===== config.mk =====
export PLATFORM = sky130hd
export DESIGN_NAME = ext_int_top
export DESIGN_NICKNAME = d
export VERILOG_FILES = /design/src/ext_int_pkg.sv /design/src/edge_detect.sv /design/src/ext_int_top.sv /design/src/noise_filter.sv
export VERILOG_INCLUDE_DIRS = /design/src /design/src/src
export SDC_FILE = /design/constraint.sdc
export NUM_CORES = 1
export LEC_CHECK = 0
export BUFFER_PORTS_ARGS = -buffer_cell sky130_fd_sc_hd__buf_2
export CAP_MARGIN = 20
export CORE_MARGIN = 2
export CORE_UTILIZATION = 40
export CTS_CLUSTER_SIZE = 16
export DETAILED_ROUTE_END_ITERATION = 16
export PLACE_DENSITY_LB_ADDON = 0.08
export SETUP_SLACK_MARGIN = 0.2
export SYNTH_ARGS = -nofsm -noshare
export SYNTH_HDL_FRONTEND = slang
export SYNTH_SLANG_ARGS = --single-unit

===== constraint.sdc =====
create_clock -name I_REF_CLK -period 1.65 [get_ports I_REF_CLK]
set_input_delay 0.0825 -clock I_REF_CLK [delete_from_list [all_inputs] [get_ports I_REF_CLK]]
set_output_delay 0.0825 -clock I_REF_CLK [all_outputs]
set_load 0.01 [all_outputs]

===== src/ext_int_params.svh =====
// What this block does
// - each pin passes the noise canceller; only its output feeds detection
// - enable register at 0F77 holds six channel enables, reset to zero
// - clearing an enable stops that channel and wipes its control register
// - enable register bits 7 and 6 always read as zero
// - channel 1 edge select: rise, fall, both edges, 11 reserved
// - fast modes: channel 1 samples at gear clock divided by 1, 4, 8, 16
// - slow modes: channel 1 samples at low-freq clock over four
// - read-only bit 4 holds the filtered level captured at the request
// - control register at 0FD8 reads zero in bits 7 to 5, resets zero
// - a raised latch holds until accepted, cleared by software, or reset
`ifndef EXT_INT_PARAMS_SVH
`define EXT_INT_PARAMS_SVH

`define EI_EN_ADDR      16'h0F77
`define EI_CTL1_ADDR    16'h0FD8
`define EI_STAT_ADDR    16'h0FE0
`define EI_MASK_ADDR    16'h0FE1

`define EI_CTL_LVL_BIT  4
`define EI_CTL_ES_LSB   2
`define EI_CTL_NC_LSB   0

`define EI_EN_RST       8'h00
`define EI_CTL_RST      8'h00
`define EI_STAT_RST     8'h00
`define EI_MASK_RST     8'h00

`define EI_NUM_CHAN     6
`define EI_FILT_SAMPLES 3
`define EI_LF_DIV_LAST  2'h3

`endif


===== src/ext_int_pkg.sv =====
package ext_int_pkg;

   typedef enum logic [1:0] {
      EDGE_RISE = 2'h0,
      EDGE_FALL = 2'h1,
      EDGE_BOTH = 2'h2,
      EDGE_RSVD = 2'h3
   } edge_sel_type;

   typedef enum logic [1:0] {
      SMP_DIV1  = 2'h0,
      SMP_DIV4  = 2'h1,
      SMP_DIV8  = 2'h2,
      SMP_DIV16 = 2'h3
   } smp_div_type;

endpackage


===== src/edge_detect.sv =====
`timescale 1ns/1ps
module edge_detect (
   input  wire logic                      clk,     // gear clock
   input  wire logic                      rst_n,   // synchronous reset, active low
   input  wire logic                      i_clr,   // channel gated off
   input  wire logic                      i_smp,   // sampling enable pulse
   input  wire logic                      i_level, // filtered level
   input  wire ext_int_pkg::edge_sel_type i_sel,   // trigger condition
   output logic                           o_req    // one-cycle request
);
   import ext_int_pkg::*;

   logic prev_q;
   logic hit;
   wire  rise = i_level & ~prev_q;
   wire  fall = ~i_level & prev_q;

   always_comb begin
      case (i_sel)
         EDGE_RISE: hit = rise;
         EDGE_FALL: hit = fall;
         EDGE_BOTH: hit = rise | fall;
         default:   hit = 1'b0;
      endcase
   end

   assign o_req = i_smp & ~i_clr & hit;

   always_ff @(posedge clk) begin
      if (!rst_n || i_clr) begin
         prev_q <= 1'b0;
      end else if (i_smp) begin
         prev_q <= i_level;
      end
   end
endmodule


===== src/ext_int_top.sv =====
// The address-and-strobe port was left to the implementer.
`timescale 1ns/1ps
`include "ext_int_params.svh"
module ext_int_top #(
   parameter int NCH          = `EI_NUM_CHAN,
   parameter int FILT_SAMPLES = `EI_FILT_SAMPLES
) (
   input  wire logic           I_REF_CLK,      // gear clock, 100 MHz
   input  wire logic           I_RST_N,        // synchronous reset, active low
   input  wire logic [15:0]    I_ADDR,         // register address
   input  wire logic [7:0]     I_WDATA,        // register write data
   input  wire logic           I_WR,           // write strobe
   input  wire logic           I_RD,           // read strobe
   output logic      [7:0]     O_RDATA,        // read data, cycle after strobe
   input  wire logic           I_SLOW_MODE,    // high in slow run or slow sleep
   input  wire logic           I_LF_TICK,      // one pulse per low-freq clock
   input  wire logic [NCH-1:0] I_EXT_PIN,      // external interrupt pins
   input  wire logic [NCH-1:0] I_LATCH_ACCEPT, // cpu accepted the request
   output logic      [NCH-1:0] O_INT_LATCH,    // pending interrupt latches
   output logic                O_IRQ           // any unmasked latch set
);
   import ext_int_pkg::*;

   if (NCH < 2 || NCH > 6) begin : g_bad_nch
      $error("ext_int_top serves two to six channels");
   end

   // register state
   logic [NCH-1:0] chan_en_q;
   logic [NCH-1:0] chan_en_d;
   edge_sel_type   es1_q;
   edge_sel_type   es1_d;
   smp_div_type    nc1_q;
   smp_div_type    nc1_d;
   logic           lvl1_q;
   logic           lvl1_d;
   logic [NCH-1:0] stat_q;
   logic [NCH-1:0] stat_d;
   logic [NCH-1:0] mask_q;
   logic [NCH-1:0] mask_d;
   logic [7:0]     rdata_d;
   logic [3:0]     gdiv_q;
   logic [1:0]     lfdiv_q;

   // per channel datapath
   logic [NCH-1:0] smp;
   logic [NCH-1:0] filt;
   logic [NCH-1:0] req;
   logic           smp_ch1_fast;

   // address decode
   wire hit_en   = (I_ADDR == `EI_EN_ADDR);
   wire hit_ctl  = (I_ADDR == `EI_CTL1_ADDR);
   wire hit_stat = (I_ADDR == `EI_STAT_ADDR);
   wire hit_mask = (I_ADDR == `EI_MASK_ADDR);
   wire wr_en    = I_WR & hit_en;
   wire wr_ctl   = I_WR & hit_ctl;
   wire wr_stat  = I_WR & hit_stat;
   wire wr_mask  = I_WR & hit_mask;

   // sampling rates: gear clock taps and the low-freq divider
   wire tick_g4   = (gdiv_q[1:0] == 2'h3);
   wire tick_g8   = (gdiv_q[2:0] == 3'h7);
   wire tick_g16  = (gdiv_q == 4'hF);
   wire lf_tick4  = I_LF_TICK & (lfdiv_q == `EI_LF_DIV_LAST);

   always_comb begin
      case (nc1_q)
         SMP_DIV1:  smp_ch1_fast = 1'b1;
         SMP_DIV4:  smp_ch1_fast = tick_g4;
         SMP_DIV8:  smp_ch1_fast = tick_g8;
         SMP_DIV16: smp_ch1_fast = tick_g16;
         default:   smp_ch1_fast = 1'b1;
      endcase
   end

   // slow modes override the interval field, fast modes use the gear clock
   wire smp_ch1 = I_SLOW_MODE ? lf_tick4 : smp_ch1_fast;
   wire smp_def = I_SLOW_MODE ? lf_tick4 : 1'b1;

   // channels other than 1 have fixed rising-edge settings here and sample every gear clock in fast modes
   for (genvar k = 0; k < NCH; k++) begin : g_chan
      wire           gated = ~chan_en_q[k];
      edge_sel_type  sel;
      assign sel    = (k == 1) ? es1_q : EDGE_RISE;
      assign smp[k] = chan_en_q[k] & ((k == 1) ? smp_ch1 : smp_def);

      noise_filter #(
         .SAMPLES (FILT_SAMPLES)
      ) u_filter (
         .clk     (I_REF_CLK),
         .rst_n   (I_RST_N),
         .i_clr   (gated),
         .i_smp   (smp[k]),
         .i_pin   (I_EXT_PIN[k]),
         .o_level (filt[k])
      );

      // only the canceller output reaches the detector
      edge_detect u_edge (
         .clk     (I_REF_CLK),
         .rst_n   (I_RST_N),
         .i_clr   (gated),
         .i_smp   (smp[k]),
         .i_level (filt[k]),
         .i_sel   (sel),
         .o_req   (req[k])
      );
   end

   // register next values
   assign chan_en_d = wr_en ? I_WDATA[NCH-1:0] : chan_en_q;

   // a gated channel drops its settings and ignores writes until re-enabled
   assign es1_d  = ~chan_en_q[1] ? EDGE_RISE :
                   wr_ctl ? edge_sel_type'(I_WDATA[`EI_CTL_ES_LSB +: 2]) : es1_q;
   assign nc1_d  = ~chan_en_q[1] ? SMP_DIV1 :
                   wr_ctl ? smp_div_type'(I_WDATA[`EI_CTL_NC_LSB +: 2]) : nc1_q;
   assign lvl1_d = ~chan_en_q[1] ? 1'b0 : req[1] ? filt[1] : lvl1_q;

   // set wins over a clear in the same cycle so no request is lost
   wire [NCH-1:0] stat_clr = (wr_stat ? I_WDATA[NCH-1:0] : '0) | I_LATCH_ACCEPT;
   assign stat_d = (stat_q & ~stat_clr) | req;
   assign mask_d = wr_mask ? I_WDATA[NCH-1:0] : mask_q;

   wire [7:0] rd_en   = 8'(chan_en_q);
   wire [7:0] rd_ctl  = {3'h0, lvl1_q, es1_q, nc1_q};
   wire [7:0] rd_stat = 8'(stat_q);
   wire [7:0] rd_mask = 8'(mask_q);
   wire [7:0] rd_mux  = hit_en   ? rd_en   :
                        hit_ctl  ? rd_ctl  :
                        hit_stat ? rd_stat :
                        hit_mask ? rd_mask : 8'h00;
   // data stands only in the cycle after the strobe
   assign rdata_d = I_RD ? rd_mux : 8'h00;

   always_ff @(posedge I_REF_CLK) begin
      if (!I_RST_N) begin
         chan_en_q <= NCH'(`EI_EN_RST);
         es1_q     <= EDGE_RISE;
         nc1_q     <= SMP_DIV1;
         lvl1_q    <= 1'b0;
         mask_q    <= NCH'(`EI_MASK_RST);
      end else begin
         chan_en_q <= chan_en_d;
         es1_q     <= es1_d;
         nc1_q     <= nc1_d;
         lvl1_q    <= lvl1_d;
         mask_q    <= mask_d;
      end
   end

   always_ff @(posedge I_REF_CLK) begin
      if (!I_RST_N) begin
         stat_q  <= NCH'(`EI_STAT_RST);
         O_IRQ   <= 1'b0;
         O_RDATA <= 8'h00;
      end else begin
         stat_q  <= stat_d;
         O_IRQ   <= |(stat_q & mask_q);
         O_RDATA <= rdata_d;
      end
   end

   assign O_INT_LATCH = stat_q;

   // free-running dividers keep the sampling phase independent of writes
   always_ff @(posedge I_REF_CLK) begin
      if (!I_RST_N) begin
         gdiv_q  <= 4'h0;
         lfdiv_q <= 2'h0;
      end else begin
         gdiv_q <= gdiv_q + 4'h1;
         if (I_LF_TICK) begin
            lfdiv_q <= lfdiv_q + 2'h1;
         end
      end
   end
endmodule


===== src/noise_filter.sv =====
`timescale 1ns/1ps
module noise_filter #(
   parameter int SAMPLES = 3
) (
   input  wire logic clk,      // gear clock
   input  wire logic rst_n,    // synchronous reset, active low
   input  wire logic i_clr,    // channel gated off
   input  wire logic i_smp,    // sampling enable pulse
   input  wire logic i_pin,    // raw pin level
   output logic      o_level   // filtered level
);
   import ext_int_pkg::*;

   logic [SAMPLES-1:0] hist_q;

   if (SAMPLES < 2) begin : g_bad_samples
      $error("noise_filter needs at least two samples");
   end

   // the output moves only after every held sample agrees
   always_ff @(posedge clk) begin
      if (!rst_n || i_clr) begin
         hist_q  <= '0;
         o_level <= 1'b0;
      end else if (i_smp) begin
         hist_q <= {hist_q[SAMPLES-2:0], i_pin};
         if (&hist_q) begin
            o_level <= 1'b1;
         end else if (~|hist_q) begin
            o_level <= 1'b0;
         end
      end
   end
endmodule


==> Word-level counts from Yosys, hierarchy flattened <==
Cells that the tools add are included.
{ "classes": {"muxes": 21, "eq_ne": 19, "bitwise_logic": 51, "n_reduce_logical": 31, "add_sub_neg": 2} }
{ "op_table": {"columns": ["op", "n"], "rows": [
  ["== test 16 x 12 -> 1 bit, second input constant", 4],
  ["AND 1 bit", 30],
  ["2-to-1 mux 6 bit", 5],
  ["AND reduction 3 bit", 6],
  ["OR reduction 3 bit", 6],
  ["AND reduction 2 bit", 8],
  ["NOT 1 bit", 15],
  ["2-to-1 mux 1 bit", 14],
  ["AND 6 bit", 2],
  ["inequality test 2 x 1 -> 1 bit, second input constant", 6],
  ["bitwise OR 6 bit", 2],
  ["== test 2 bit, second input constant", 5],
  ["logical OR 1 bit", 6],
  ["NOT 6 bit", 1],
  ["OR reduction 6 bit", 1],
  ["OR reduction 5 bit", 1],
  ["adder 4 x 1 -> 4 bit, second input constant", 1],
  ["== test 2 x 1 -> 1 bit, second input constant", 2],
  ["== test 4 bit, second input constant", 1],
  ["logical NOT 2 bit", 2],
  ["one-hot mux 1 bit (4 select lines)", 1],
  ["== test 3 bit, second input constant", 1],
  ["one-hot mux 1 bit (3 select lines)", 1],
  ["adder 2 x 1 -> 2 bit, second input constant", 1],
  ["2 further kinds", 2]
]} }
{ "totals": {"elab_cells": 153, "out_inout_bits": 15, "input_bits": 42, "register_bits": 68} }

==> Longest topological paths before layout <==
Gate-level depths: netlist of the first run.
{ "depth": {"depth_word": 7, "mapped_depth": 7, "mapped_depth_nobuf": 7} }

==> By module <==
A second synthesis of the first run with hierarchy kept.
{ "unflattened": {"hier_cells": 373, "hier_area_um2": 3301.9} }
{ "modules_own_cells": {"columns": ["mod", "seq_area_each_um2", "n_inst", "area_each_um2", "cells_per_inst"], "rows": [
  ["ext_int_top", 720.7, 1, 1710.4, 199],
  ["noise_filter", 80.1, 6, 157.7, 16],
  ["edge_detect", 20.0, 6, 107.6, 13]
]} }

==> Worst setup path before layout of the first run <==
Ideal clock, no wire load.
{ "synth_path": {"path_type": "register to register", "startpoint": "register gdiv_q[0]", "endpoint": "register g_chan[1].u_filter.o_level", "period_less_slack_ns": 1.859, "setup_time_ns": 0.071, "n_path_buf": 0, "setup_slack_ns": -0.209, "t_required_ns": 1.579, "arrival_ns": 1.788, "path_stages_with_launch": 8, "path_cell_list": "dfxtp_1 -> ha_1 -> ha_1 -> inv_1 -> a21oi_1 -> o311ai_2 -> mux2_2 -> a21oi_1"} }
{ "synth_via": {"elab_chain_len": 5, "elab_cells_between_ends": 7, "cone_classes": "eq/ne: 3; mux: 2; bitwise: 1; reduce/logical: 1"} }
{ "synth_lines": {"columns": ["element", "line", "rtl"], "rows": [
  ["from (decl)", "ext_int_top.sv:42", "logic [3:0] gdiv_q;"],
  ["from (signal assigned)", "ext_int_top.sv:173", "gdiv_q <= gdiv_q + 4'h1;"],
  ["== test 4 bit, or another cell as far along", "ext_int_top.sv:64", "wire tick_g16 = (gdiv_q == 4'hF);"],
  ["one-hot mux 1 bit (4 select lines) *", "ext_int_top.sv:68", "case (nc1_q)"],
  ["2-to-1 mux 1 bit *", "ext_int_top.sv:78", "wire smp_ch1 = I_SLOW_MODE ? lf_tick4 : smp_ch1_fast;"],
  ["AND 1 bit *", "ext_int_top.sv:86", "assign smp[k] = chan_en_q[k] & ((k == 1) ? smp_ch1 : smp_def);"],
  ["AND reduction 2 bit (no line) *", null, null],
  ["to (signal assigned)", "noise_filter.sv:24", "o_level <= 1'b0;"],
  ["to (signal assigned)", "noise_filter.sv:28", "o_level <= 1'b1;"],
  ["to (signal assigned)", "noise_filter.sv:30", "o_level <= 1'b0;"],
  ["to (decl)", "noise_filter.sv:10", "output logic o_level"]
]} }
Every way passes the cells marked *; elsewhere a longest branch is shown, timed or not.
A chain may end at the register's enable or synchronous reset.

==> Worst setup path in the final report of the first run <==
{ "layout_path": {"startpoint": "input I_ADDR[14]", "endpoint": "register O_RDATA[3]"} }
{ "layout_via": {"elab_chain_len": 5, "elab_cells_between_ends": 8, "cone_classes": "eq/ne: 4; mux: 4"} }
{ "layout_lines": {"columns": ["element", "line", "rtl"], "rows": [
  ["from (decl)", "ext_int_top.sv:10", "input wire logic [15:0] I_ADDR,"],
  ["== test 16 x 12 -> 1 bit (no line)", null, null],
  ["2-to-1 mux 6 bit", "ext_int_top.sv:133", "hit_mask ? rd_mask : 8'h00;"],
  ["2-to-1 mux 6 bit", "ext_int_top.sv:132", "hit_stat ? rd_stat :"],
  ["2-to-1 mux 6 bit", "ext_int_top.sv:131", "hit_ctl ? rd_ctl :"],
  ["2-to-1 mux 6 bit *", "ext_int_top.sv:130", "wire [7:0] rd_mux = hit_en ? rd_en :"],
  ["to (signal assigned)", "ext_int_top.sv:161", "O_RDATA <= rdata_d;"],
  ["to (decl)", "ext_int_top.sv:14", "output logic [7:0] O_RDATA,"]
]} }
Marked as above.

==> results of run 1 <==
[worst min-delay path by stage]
stage / from / endpoint / slack, ns / cells past startpoint
after floorplan: I_LF_TICK / lfdiv_q[0]$_SDFFE_PN0P_ / 0.22 / 2
after global placement: I_EXT_PIN[1] / g_chan[1].u_filter.hist_q[0]$_SDFFE_PN0P_ / 0.32 / 3
after detailed placement: I_EXT_PIN[1] / g_chan[1].u_filter.hist_q[0]$_SDFFE_PN0P_ / 0.32 / 3
after CTS: I_LATCH_ACCEPT[0] / O_INT_LATCH[0]$_SDFF_PN0_ / 0.005 / 3
after global routing: I_LATCH_ACCEPT[0] / O_INT_LATCH[0]$_SDFF_PN0_ / 0.01 / 3
final: I_WDATA[0] / nc1_q[0]$_SDFFE_PN0P_ / 0.02 / 3
[kinds of logic after synthesis]
kind of cell / share of synthesized area
buffers and inverters: 0.0384
muxes: 0.0817
AOI/OAI and AO/OA: 0.153
other: 0.00132
and+or+nand+nor: 0.231
DFF: 0.466
adders and majority gates: 0.0221
xor gates and xnor gates: 0.00618
[critical path: cells and delay by family]
| family | cells | cell delay (ns) |
|---|---|---|
| buffers and inverters | 2 | 0.26 |
| AO/OA/AOI/OAI | 1 | 0.06 |
| AND/OR/NAND/NOR | 4 | 1.47 |
[power by group through the flow]
stage          Combinational [mW]  Clock (mW)  Sequential, mW
6_report                    0.206        1.44            1.61
5_1_grt                     0.228        1.53            1.61
4_1_cts                     0.190        1.47            1.61
3_5_place_dp                0.172           0            1.65
3_3_place_gp                0.172           0            1.65
2_1_floorplan              0.0832           0            1.65
[state kept, by name, indices dropped and copies added, names as in the netlist]
register                 cells
g_chan.u_edge.prev_q         6
es1_q                        2
lvl1_q                       1
mask_q                       6
g_chan.u_filter.o_level      6
chan_en_q                    6
nc1_q                        2
O_IRQ                        1
O_RDATA                      6
lfdiv_q                      2
gdiv_q                       4
O_INT_LATCH                  6
g_chan.u_filter.hist_q      18
[final cells by class]
type / instances / share of cell area
Clock buffer: 11 / 0.0398
Clock inverter: 5 / 0.0161
Inverter: 9 / 0.00889
Multi-Input combinational cell: 240 / 0.408
Sequential cell: 66 / 0.348
Tap cell: 96 / 0.0316
Timing Repair Buffer: 77 / 0.148
[per-layer routing]
metal	wire length (um)	vias to the layer above	track usage
met3	287	11	0.0575
met4	105	0	0.0661
li1	-	1310	-
met1	3470	1194	0.250
met2	3300	45	0.301
met5	0	-	0
[cells in the final DEF (no fill, tap or decap), types with 6 or more instances in the layout]
master,synthesis,routed
nand2_1,75,73
dfxtp_1,66,64
buf_2,0,51
nor2_1,34,34
a21oi_1,30,29
mux2i_1,22,22
clkbuf_8,0,11
nand3_1,10,9
dlygate4sd3_1,0,9
buf_4,2,9
inv_1,9,8
nor4_1,6,6
[metrics by stage]
stage	hold WS (ns)	std cells	setup TNS, ns	util
floorplan	0.219	329	-1.37	-
global placement	0.316	477	-4.67	0.492
detailed placement	0.324	477	-4.73	0.492
CTS	0.00490	502	0	0.538
global route	0.0102	504	-0.205	0.556
finish	0.0152	504	0	0.556
[timing repair]
action                                  in CTS  in global routing
endpoints found under the hold margin        9                  0
pin swaps                                    1                  1
hold buffers                                 9                  0
cloned                                       0                  1
buffers inserted                             0                  1
endpoints found under the setup margin      19                 33
resized for setup                            3                 14
==> flow_summary_export.csv, run 1 <==
group,metric,value,unit
synthesis,ys_top_cells_by_count,"75 x nand2_1, 66 x dfxtp_1, 34 x nor2_1",
worst_setup_path,cp_max_fo,12,
timing,clock-skew-final,0.0107,ns
clock_tree,path_clk_slew,0.08,ns
global_route,antenna_found_initial,0,
min_path,hold_path.class,"in2reg",
timing,min_period,1.65,ns
clock_tree,clock-sinks,66,
floorplan,die_x,88.2,um
drt,antenna_left,0,
power_and_ir_drop,p_comb_frac,0.063,
global_route,grt_start_max_net_pins,31,
worst_setup_path,path_cells,"buf_6, or4_4, or4b_4, nor3_4, buf_12, a221oi_2, nor4_1",
timing,fmax,0.607,GHz
drt,routed_via_density,5.08,
synthesis,synth_most_common_cell,"nand2_1",
final_layout,fill_cells,662,
placement,pre_cts_slack,-0.304,ns
worst_setup_path,crit_required,1.89,ns
synthesis,synthArstFlopShare,0,
floorplan,ioPinCount,57,
final_layout,antennaDiodeCount,0,
drt,drc,0,
global_route,track_usage,0.191,
synthesis,ys_seq_area_frac,0.466,
timing,fin_crit_sh,0.998,
synthesis,synth_ff_type,"dfxtp_1",
global_route,grt_pass1_vias,2316,
placement,place_area,3360,um2
final_layout,syn2layout_area_growth,34.1,%
timing,setup_viol,0,
worst_setup_path,endpoint_kind,"flop",
worst_setup_path,timing.rr.end,"g_chan[1].u_edge.prev_q$_SDFFE_PN0P_",
synthesis,yosysTopAreaCellShare,0.466,
synthesis,synthCells,328,
clock_tree,cts_buffer_depth,2,
worst_setup_path,crit_slowest_cell,"or4_4",
power_and_ir_drop,p_sw,771,uW
synthesis,yosysTopAreaCell,"dfxtp_1",
clock_tree,cts-buffers-inserted,9,
timing,setup_ws,0.00254,ns
power_and_ir_drop,p_int,2.49,mW
power_and_ir_drop,leakage,1.46,nW
floorplan,start_util,0.415,
placement,numPortBuffers,52,
worst_setup_path,max_stage_delay,0.52,ns
drt,wl,7.16,mm
power_and_ir_drop,swShare,0.237,
final_layout,stdcell_area,3800,um2
final_layout,multi_input_area,1550,um2
final_layout,drive_gt1_frac,0.277,
timing,finalMaxSlewViolations,0,
floorplan,die_height,88.2,um
worst_setup_path,arrival,1.89,ns
synthesis,synth_area_leaders,"dfxtp_1 47%, nand2_1 9.9%, mux2i_1 7.8%",
clock_tree,h-tree-depth,3,
power_and_ir_drop,power_frac_clock,0.442,
worst_setup_path,endpoint,"O_RDATA[3]$_SDFF_PN0_",
final_layout,num-nets-final,450,
global_route,grt_pass1_wl,11.3,mm
synthesis,ys_types,45,
synthesis,synth-edff-count,0,
placement,dp_hpwl,4.89,mm
drt,firstDrtPassIters,4,
worst_setup_path,r2r_slack,0.04,ns
synthesis,yosys_warnings,0,
synthesis,synth-seq-cells,66,
drt,drtIter0Drc,97,
run_status,outcome,"finished, final reports clean",
worst_setup_path,cp-start-kind,"primary input",
timing,rsz0062_at_grt,"true",
floorplan,rows,30,
drt,wl_per_cell,14.2,um
final_layout,seq_area,1320,um2
floorplan,core-area,6830,um2
power_and_ir_drop,finalPower,3.26,mW
worst_setup_path,crit_start,"I_ADDR[14]",
synthesis,avgSynthCellArea,8.64,um2
worst_setup_path,worst_r2r_path_depth,8,
synthesis,synth_area,2830,um2
clock_tree,root_buffer,"clkbuf_8",
run,cap_violations,0,
power_and_ir_drop,powerDensity,858,nW/um2
global_route,grt_overflow_total,0,
worst_setup_path,path_class,"in2reg",
timing,hold_viol_final,0,
clock_tree,cts_tree,"done",
placement,place.gp.congestion,0.768,
clock_tree,worstSkewPairLatency,0.35,ns
power_and_ir_drop,irDropWorstVdd,0.562,mV
floorplan,dieArea,7770,um2
worst_setup_path,timing.rr.start,"gdiv_q[0]$_SDFF_PN0_",
drt,dr_total_vias,2560,
power_and_ir_drop,seqPwrFrac,0.495,
No activity file was read; power rests on OpenSTA's default activity.
==> run 2, diff against run 1 <==
--- a/config.mk
+++ b/config.mk
@@ -9,7 +9,8 @@
 export BUFFER_PORTS_ARGS = -buffer_cell sky130_fd_sc_hd__buf_2
 export CAP_MARGIN = 20
 export CORE_MARGIN = 2
-export CORE_UTILIZATION = 40
+export CORE_UTILIZATION = 51
+export CTS_BUF_LIST = sky130_fd_sc_hd__clkbuf_8
 export CTS_CLUSTER_SIZE = 16
 export DETAILED_ROUTE_END_ITERATION = 16
 export PLACE_DENSITY_LB_ADDON = 0.08
==> run 2 against run 1 <==
  * Die area is 21% lower
  * Final area is 0.53% lower
  * Sequential power hardly changed
  * Worst setup slack better by 0.038 ns
  * Critical endpoint is now O_INT_LATCH[1]$_SDFF_PN0_
  * Fmax is 2.3% higher
  * Largest cell class unchanged
==> flow_summary_export.csv, run 2 (synthesis gave the netlist of run 1 again) <==
group,metric,value,unit
run_status,outcome,"finished, final reports clean",
global_route,grt_pass1_wl,11.2,mm
placement,place.gp.congestion,0.803,
global_route,grt_pass1_vias,2460,
worst_setup_path,timing.rr.start,"gdiv_q[0]$_SDFF_PN0_",
placement,place_area,3330,um2
drt,antenna_left,0,
power_and_ir_drop,leakage,1.49,nW
floorplan,ioPinCount,57,
drt,wl,6.98,mm
power_and_ir_drop,powerDensity,883,nW/um2
placement,place_inst,452,
floorplan,die_x,78.5,um
clock_tree,cts-buffers-inserted,9,
drt,highest_layer,"met4",
power_and_ir_drop,p_sw,711,uW
timing,finalMaxSlewViolations,0,
floorplan,core-area,5440,um2
drt,drc,0,
drt,wl_per_cell,14.6,um
timing,clock-skew-final,0.00676,ns
drt,wl_met2,3.47,mm
power_and_ir_drop,swShare,0.213,
drt,wl_met1,3.19,mm
final_layout,layout_common_cells,"73 x nand2_1, 64 x dfxtp_1, 51 x buf_2, 34 x nor2_1, 28 x a21oi_1",
worst_setup_path,path_class,"reg2reg",
drt,routed_via_density,5.40,
final_layout,antennaDiodeCount,0,
placement,dp_hpwl,4.72,mm
worst_setup_path,r2r_slack,0.04,ns
worst_setup_path,crit_required,1.88,ns
drt,dr_total_vias,2582,
global_route,grt_start_max_net_pins,31,
power_and_ir_drop,p_comb_frac,0.060,
global_route,track_usage,0.229,
power_and_ir_drop,power_frac_clock,0.456,
worst_setup_path,endpoint_kind,"flop",
worst_setup_path,timing.rr.end,"O_INT_LATCH[1]$_SDFF_PN0_",
drt,drtIter0Drc,112,
timing,fmax,0.621,GHz
floorplan,start_util,0.521,
worst_setup_path,arrival,1.84,ns
worst_setup_path,endpoint,"O_INT_LATCH[1]$_SDFF_PN0_",
drt,firstDrtPassIters,4,
timing,hold_viol_final,0,
floorplan,dieArea,6170,um2
final_layout,syn2layout_area_growth,33.4,%
worst_setup_path,cp_max_fo,4,
clock_tree,cts_buffer_depth,2,
clock_tree,h-tree-depth,3,
clock_tree,worstSkewPairLatency,0.33,ns
final_layout,largest_reg_flops,18,
power_and_ir_drop,p_int,2.63,mW
placement,numPortBuffers,52,
final_layout,stdcell_area,3780,um2
timing,min_period,1.61,ns
clock_tree,root_buffer,"clkbuf_8",
final_layout,num-nets-final,448,
clock_tree,cts_tree,"done",
clock_tree,path_clk_slew,0.07,ns
clock_tree,clock-sinks,66,
timing,setup_viol,0,
drt,wl_met3,287,um
power_and_ir_drop,seqPwrFrac,0.483,
timing,setup_ws,0.0404,ns
final_layout,layout_commonest_cell,"nand2_1",
worst_setup_path,cp-start-kind,"flop",
worst_setup_path,worst_r2r_path_depth,8,
min_path,hold_path.class,"in2reg",
global_route,antenna_found_initial,0,
final_layout,instances_no_fill,478,
timing,setup_tns,0,ns
power_and_ir_drop,irDropWorstVdd,0.612,mV
final_layout,postLayoutCoreUtil,0.695,
timing,rsz0062_at_grt,"true",
floorplan,rows,27,
run,cap_violations,0,
final_layout,drive_gt1_frac,0.286,
timing,fin_crit_sh,0.976,
final_layout,fill_cells,463,
global_route,grt_overflow_total,0,
placement,pre_cts_slack,-0.282,ns
floorplan,die_height,78.5,um
min_path,hold_depth,3,
final_layout,largest-register,"g_chan.u_filter.hist_q",
worst_setup_path,crit_start,"gdiv_q[0]$_SDFF_PN0_",
## run 2: changes by cell type in the layout (fill, tap and decap cells not counted), sizes merged
cell         delta
dlygate4sd3     -2
bufinv          +1
clkinvlp        -3
clkinv          +2
## run 2: power groups by stage
stage	Clock (mW)	Sequential (mW)	Combinational [mW]
floorplan	0	1.65	0.0832
global placement	0	1.65	0.168
detailed placement	0	1.65	0.172
CTS	1.55	1.61	0.186
global route	1.62	1.61	0.223
finish	1.52	1.61	0.202
## run 2: critical path, stage by stage, from the launching register on
cell and delay, ns:
dfxtp_2 0.34, ha_4 0.17, ha_4 0.15, inv_2 0.04, a21oi_2 0.06, o311ai_4 0.32, buf_4 0.18, nor2_1 0.05
a22o_1 0.21
## run 2: metrics by stage
step | total power, mW | hold WS, ns
floorplan | 1.73 | 0.219
global placement | 1.82 | 0.320
detailed placement | 1.82 | 0.323
CTS | 3.35 | 0.00935
global route | 3.45 | 0.0236
finish | 3.34 | 0.0245
## run 2: how the worst min path moves through the flow
stage | end | startpoint
finish | nc1_q[0]$_SDFFE_PN0P_ | I_WDATA[0]
global route | nc1_q[0]$_SDFFE_PN0P_ | I_WDATA[0]
CTS | O_INT_LATCH[2]$_SDFF_PN0_ | I_LATCH_ACCEPT[2]
detailed placement | g_chan[1].u_filter.hist_q[0]$_SDFFE_PN0P_ | I_EXT_PIN[1]
global placement | g_chan[1].u_filter.hist_q[0]$_SDFFE_PN0P_ | I_EXT_PIN[1]
floorplan | lfdiv_q[0]$_SDFFE_PN0P_ | I_LF_TICK
## run 2: timing repair
action | in CTS | in global routing
pin swaps | 2 | 4
hold endpoints to repair | 7 | 0
endpoints found under the setup margin | 19 | 31
hold buffers | 7 | 0
setup buffers | 0 | 2
gates cloned | 0 | 1
gates resized for setup | 3 | 18
## run 2: per-layer routing
metal	global-route usage	up-vias
li1	-	1295
met1	0.289	1237
met2	0.380	46
met3	0.0713	4
met4	0.0561	0
met5	0	-
## run 2: area by class of cell
class / count / area, um2 / share of cell area
Inverter: 9 / 33.8 / 0.00894
Multi-Input combinational cell: 240 / 1560 / 0.413
Tap cell: 72 / 90.1 / 0.0238
Clock buffer: 11 / 151 / 0.0401
Sequential cell: 66 / 1320 / 0.350
Clock inverter: 5 / 77.6 / 0.0205
Timing Repair Buffer: 75 / 541 / 0.143
==> run 3, diff against run 2 <==
--- a/config.mk
+++ b/config.mk
@@ -9,7 +9,7 @@
 export BUFFER_PORTS_ARGS = -buffer_cell sky130_fd_sc_hd__buf_2
 export CAP_MARGIN = 20
 export CORE_MARGIN = 2
-export CORE_UTILIZATION = 51
+export CORE_UTILIZATION = 52
 export CTS_BUF_LIST = sky130_fd_sc_hd__clkbuf_8
 export CTS_CLUSTER_SIZE = 16
 export DETAILED_ROUTE_END_ITERATION = 16
@@ -17,4 +17,5 @@
 export SETUP_SLACK_MARGIN = 0.2
 export SYNTH_ARGS = -nofsm -noshare
 export SYNTH_HDL_FRONTEND = slang
+export SYNTH_HIERARCHICAL = 1
 export SYNTH_SLANG_ARGS = --single-unit
==> run 3 against run 2 <==
  * The flow now finishes with violations (setup timing)
  * Sequential power about the same
  * Global-route usage up 1.2 points
  * Die area up 14%
  * Fmax down 7.0%
  * Clock skew up 0.00051 ns
  * Cell count up 19%
  * Area after synthesis up 17%
  * Hold slack better by 0.00094 ns
  * Count of clock-buffer cells in the layout down 2
  * Utilization up 1.4 points
  * Routed wire length up 16%
  * Combinational power up 9%
  * Largest cell class unchanged
  * Largest power group is now clock
==> flow_summary_export.csv, run 3 <==
group,metric,value,unit
run_status,outcome,"finished with violations",
run_status,failed_checks,"setup timing",
timing,setup_viol,5,
floorplan,die_height,83.7,um
placement,numPortBuffers,52,
power_and_ir_drop,p_sw,767,uW
power_and_ir_drop,seqPwrFrac,0.463,
final_layout,layout_common_cells,"63 x dfxtp_1, 50 x buf_2, 33 x nor2_1, 32 x inv_1, 31 x buf_4",
timing,worst_slew_pin_slew,0.549,ns
final_layout,largest-register,"g_chan.u_filter/hist_q",
final_layout,layout_commonest_cell,"dfxtp_1",
worst_setup_path,max_stage_delay,0.35,ns
placement,dp_hpwl,5.76,mm
power_and_ir_drop,leakage,1.61,nW
clock_tree,root_buffer,"clkbuf_8",
drt,drc,0,
final_layout,drive_gt1_frac,0.262,
timing,setup_tns,-0.171,ns
floorplan,dieArea,7000,um2
synthesis,synthCells,373,
floorplan,core-area,6240,um2
synthesis,ys_types,45,
timing,setup_ws,-0.0805,ns
worst_setup_path,crit_required,1.89,ns
synthesis,synth-seq-cells,66,
global_route,track_usage,0.241,
clock_tree,h-tree-depth,3,
synthesis,avgSynthCellArea,8.85,um2
final_layout,postLayoutCoreUtil,0.709,
final_layout,num-nets-final,544,
synthesis,synth-edff-count,0,
power_and_ir_drop,power_frac_clock,0.474,
clock_tree,cts-buffers-inserted,9,
timing,clock-skew-final,0.00726,ns
worst_setup_path,endpoint_kind,"flop",
min_path,hold_path.class,"in2reg",
final_layout,syn2layout_area_growth,33.9,%
worst_setup_path,cp_max_fo,2,
synthesis,synth_ff_type,"dfxtp_1",
drt,routed_via_density,5.40,
drt,antenna_left,0,
drt,drtIter0Drc,184,
final_layout,stdcell_area,4420,um2
timing,fmax,0.578,GHz
timing,finalMaxSlewViolations,0,
power_and_ir_drop,swShare,0.220,
drt,wl_per_cell,14.2,um
worst_setup_path,crit_slowest_cell,"dfxtp_2",
synthesis,synth_most_common_cell,"dfxtp_1",
clock_tree,cts_buffer_depth,2,
power_and_ir_drop,powerDensity,788,nW/um2
floorplan,ioPinCount,57,
worst_setup_path,arrival,1.97,ns
timing,fin_crit_sh,1.05,
worst_setup_path,path_class,"reg2reg",
floorplan,die_x,83.7,um
placement,place_inst,541,
global_route,use_met3,0.0495,
final_layout,multi_input_area,2030,um2
clock_tree,clock-sinks,66,
drt,firstDrtPassIters,4,
global_route,grt_overflow_total,0,
drt,dr_total_vias,3072,
timing,rsz0062_at_grt,"true",
floorplan,start_util,0.529,
worst_setup_path,cp-start-kind,"flop",
final_layout,largest_reg_flops,18,
worst_setup_path,crit_family,"simple AND/OR/NAND/NOR gates",
synthesis,synth_area,3300,um2
drt,wl,8.10,mm
synthesis,synth_area_leaders,"dfxtp_1 40%, mux2i_1 7.9%, ha_1 5.7%",
timing,hold_viol_final,0,
global_route,grt_busiest_layer,"met2",
final_layout,antennaDiodeCount,0,
clock_tree,worstSkewPairLatency,0.34,ns
power_and_ir_drop,irDropWorstVdd,0.558,mV
synthesis,synthArstFlopShare,0,
synthesis,yosys_warnings,6,
final_layout,seq_area,1330,um2
synthesis,yosysTopAreaCell,"dfxtp_1",
global_route,grt_start_max_net_pins,23,
global_route,grt_pass1_wl,13.8,mm
worst_setup_path,path_cells,"ha_4, ha_4, nand2b_1, a32oi_1, nor2_1, nor3_2, nor4bb_4, mux2i_1, nor2_1",
clock_tree,cts_tree,"done",
floorplan,rows,29,
placement,place.gp.congestion,0.857,
timing,relSlewSlack,0.629,
synthesis,yosysTopAreaCellShare,0.400,
worst_setup_path,worstPathBufferInverterCount,0,
synthesis,ys_seq_area_frac,0.400,
final_layout,instances_no_fill,569,
run,cap_violations,0,
global_route,grt_pass1_vias,2996,
global_route,antenna_found_initial,0,
power_and_ir_drop,p_comb_frac,0.063,
synthesis,ys_top_cells_by_count,"66 x dfxtp_1, 36 x nor2_1, 32 x inv_1",
final_layout,fill_cells,528,
clock_tree,path_clk_slew,0.08,ns
power_and_ir_drop,p_int,2.72,mW
global_route,grtUsageMet2,0.394,
placement,place_area,3980,um2
global_route,gr-usage-met1,0.314,
timing,min_period,1.73,ns
## run 3: power by group through the flow
| stage | clock, mW | combinational (mW) | sequential (mW) |
|---|---|---|---|
| global route | 1.75 | 0.241 | 1.61 |
| CTS | 1.66 | 0.209 | 1.61 |
| global placement | 0 | 0.186 | 1.65 |
| detailed placement | 0 | 0.190 | 1.65 |
| finish | 1.65 | 0.220 | 1.61 |
| floorplan | 0 | 0.0849 | 1.65 |
## run 3: path summary, 6_finish.rpt
| path | to | start | slack [ns] | depth (start not counted) |
|---|---|---|---|---|
| max | lvl1_q$_SDFFE_PN0P_ | gdiv_q[0]$_SDFF_PN0_ | -0.08 | 9 |
| min | lfdiv_q[0]$_SDFFE_PN0P_ | I_LF_TICK | 0.03 | 3 |
| max reg2reg | lvl1_q$_SDFFE_PN0P_ | gdiv_q[0]$_SDFF_PN0_ | -0.08 | 9 |
| min reg2reg | O_RDATA[1]$_SDFF_PN0_ | mask_q[1]$_SDFFE_PN0P_ | 0.49 | 2 |
## run 3: repair_timing
action                                  4_1_cts  5_1_grt
setup buffers                                 2        2
endpoints found under the hold margin         7        0
hold buffers                                  7        0
pin swaps                                     2        3
resized for setup                            12        6
cloned                                        0        1
endpoints found under the setup margin       26       35
## run 3: cells by family (layout without fill, tap and decap cells)
| family | Yosys count | after routing | share of synthesized area |
|---|---|---|---|
| DFF | 66 | 66 | 0.400 |
| AOI/OAI and AO/OA | 74 | 74 | 0.140 |
| muxes | 26 | 26 | 0.0788 |
| other | 1 | 27 | 0.00114 |
| buffers and inverters | 49 | 141 | 0.0633 |
| and+or+nand+nor | 140 | 141 | 0.254 |
| adders and majority gates | 15 | 15 | 0.0568 |
| xor gates and xnor gates | 2 | 2 | 0.00531 |
## run 3: final cells by class
type,count,share of cell area
multi-input cells,285,0.459
well taps,77,0.0218
repair buffers,92,0.137
clock buffers,9,0.0280
clock inverters,7,0.0263
flip-flops and latches,66,0.300
inverters,33,0.0280
## run 3: worst register-to-register path, delay by kind of cell (launching register included)
kind                     cells  cell delay [ns]
flip-flops                   1             0.35
AO/OA/AOI/OAI                1             0.18
adder cells (fa/ha/maj)      2             0.25
multiplexers                 1             0.22
AND/OR/NAND/NOR              5             0.62
## run 3: through the flow
stage / setup WS (ns) / hold WS (ns) / total power, mW
after detailed placement: -0.126 / 0.326 / 1.84
after global routing: -0.231 / 0.0239 / 3.61
after floorplan: -0.0373 / 0.219 / 1.73
after global placement: -0.103 / 0.321 / 1.83
final: -0.0805 / 0.0254 / 3.48
after CTS: -0.0752 / 0.0164 / 3.49
## run 3: routing by layer
metal	wire [um]	vias to the layer above	part of all wire
met5	0	-	0
li1	-	1553	-
met4	138	0	0.017
met2	3830	97	0.47
met1	3620	1407	0.45
met3	505	15	0.062
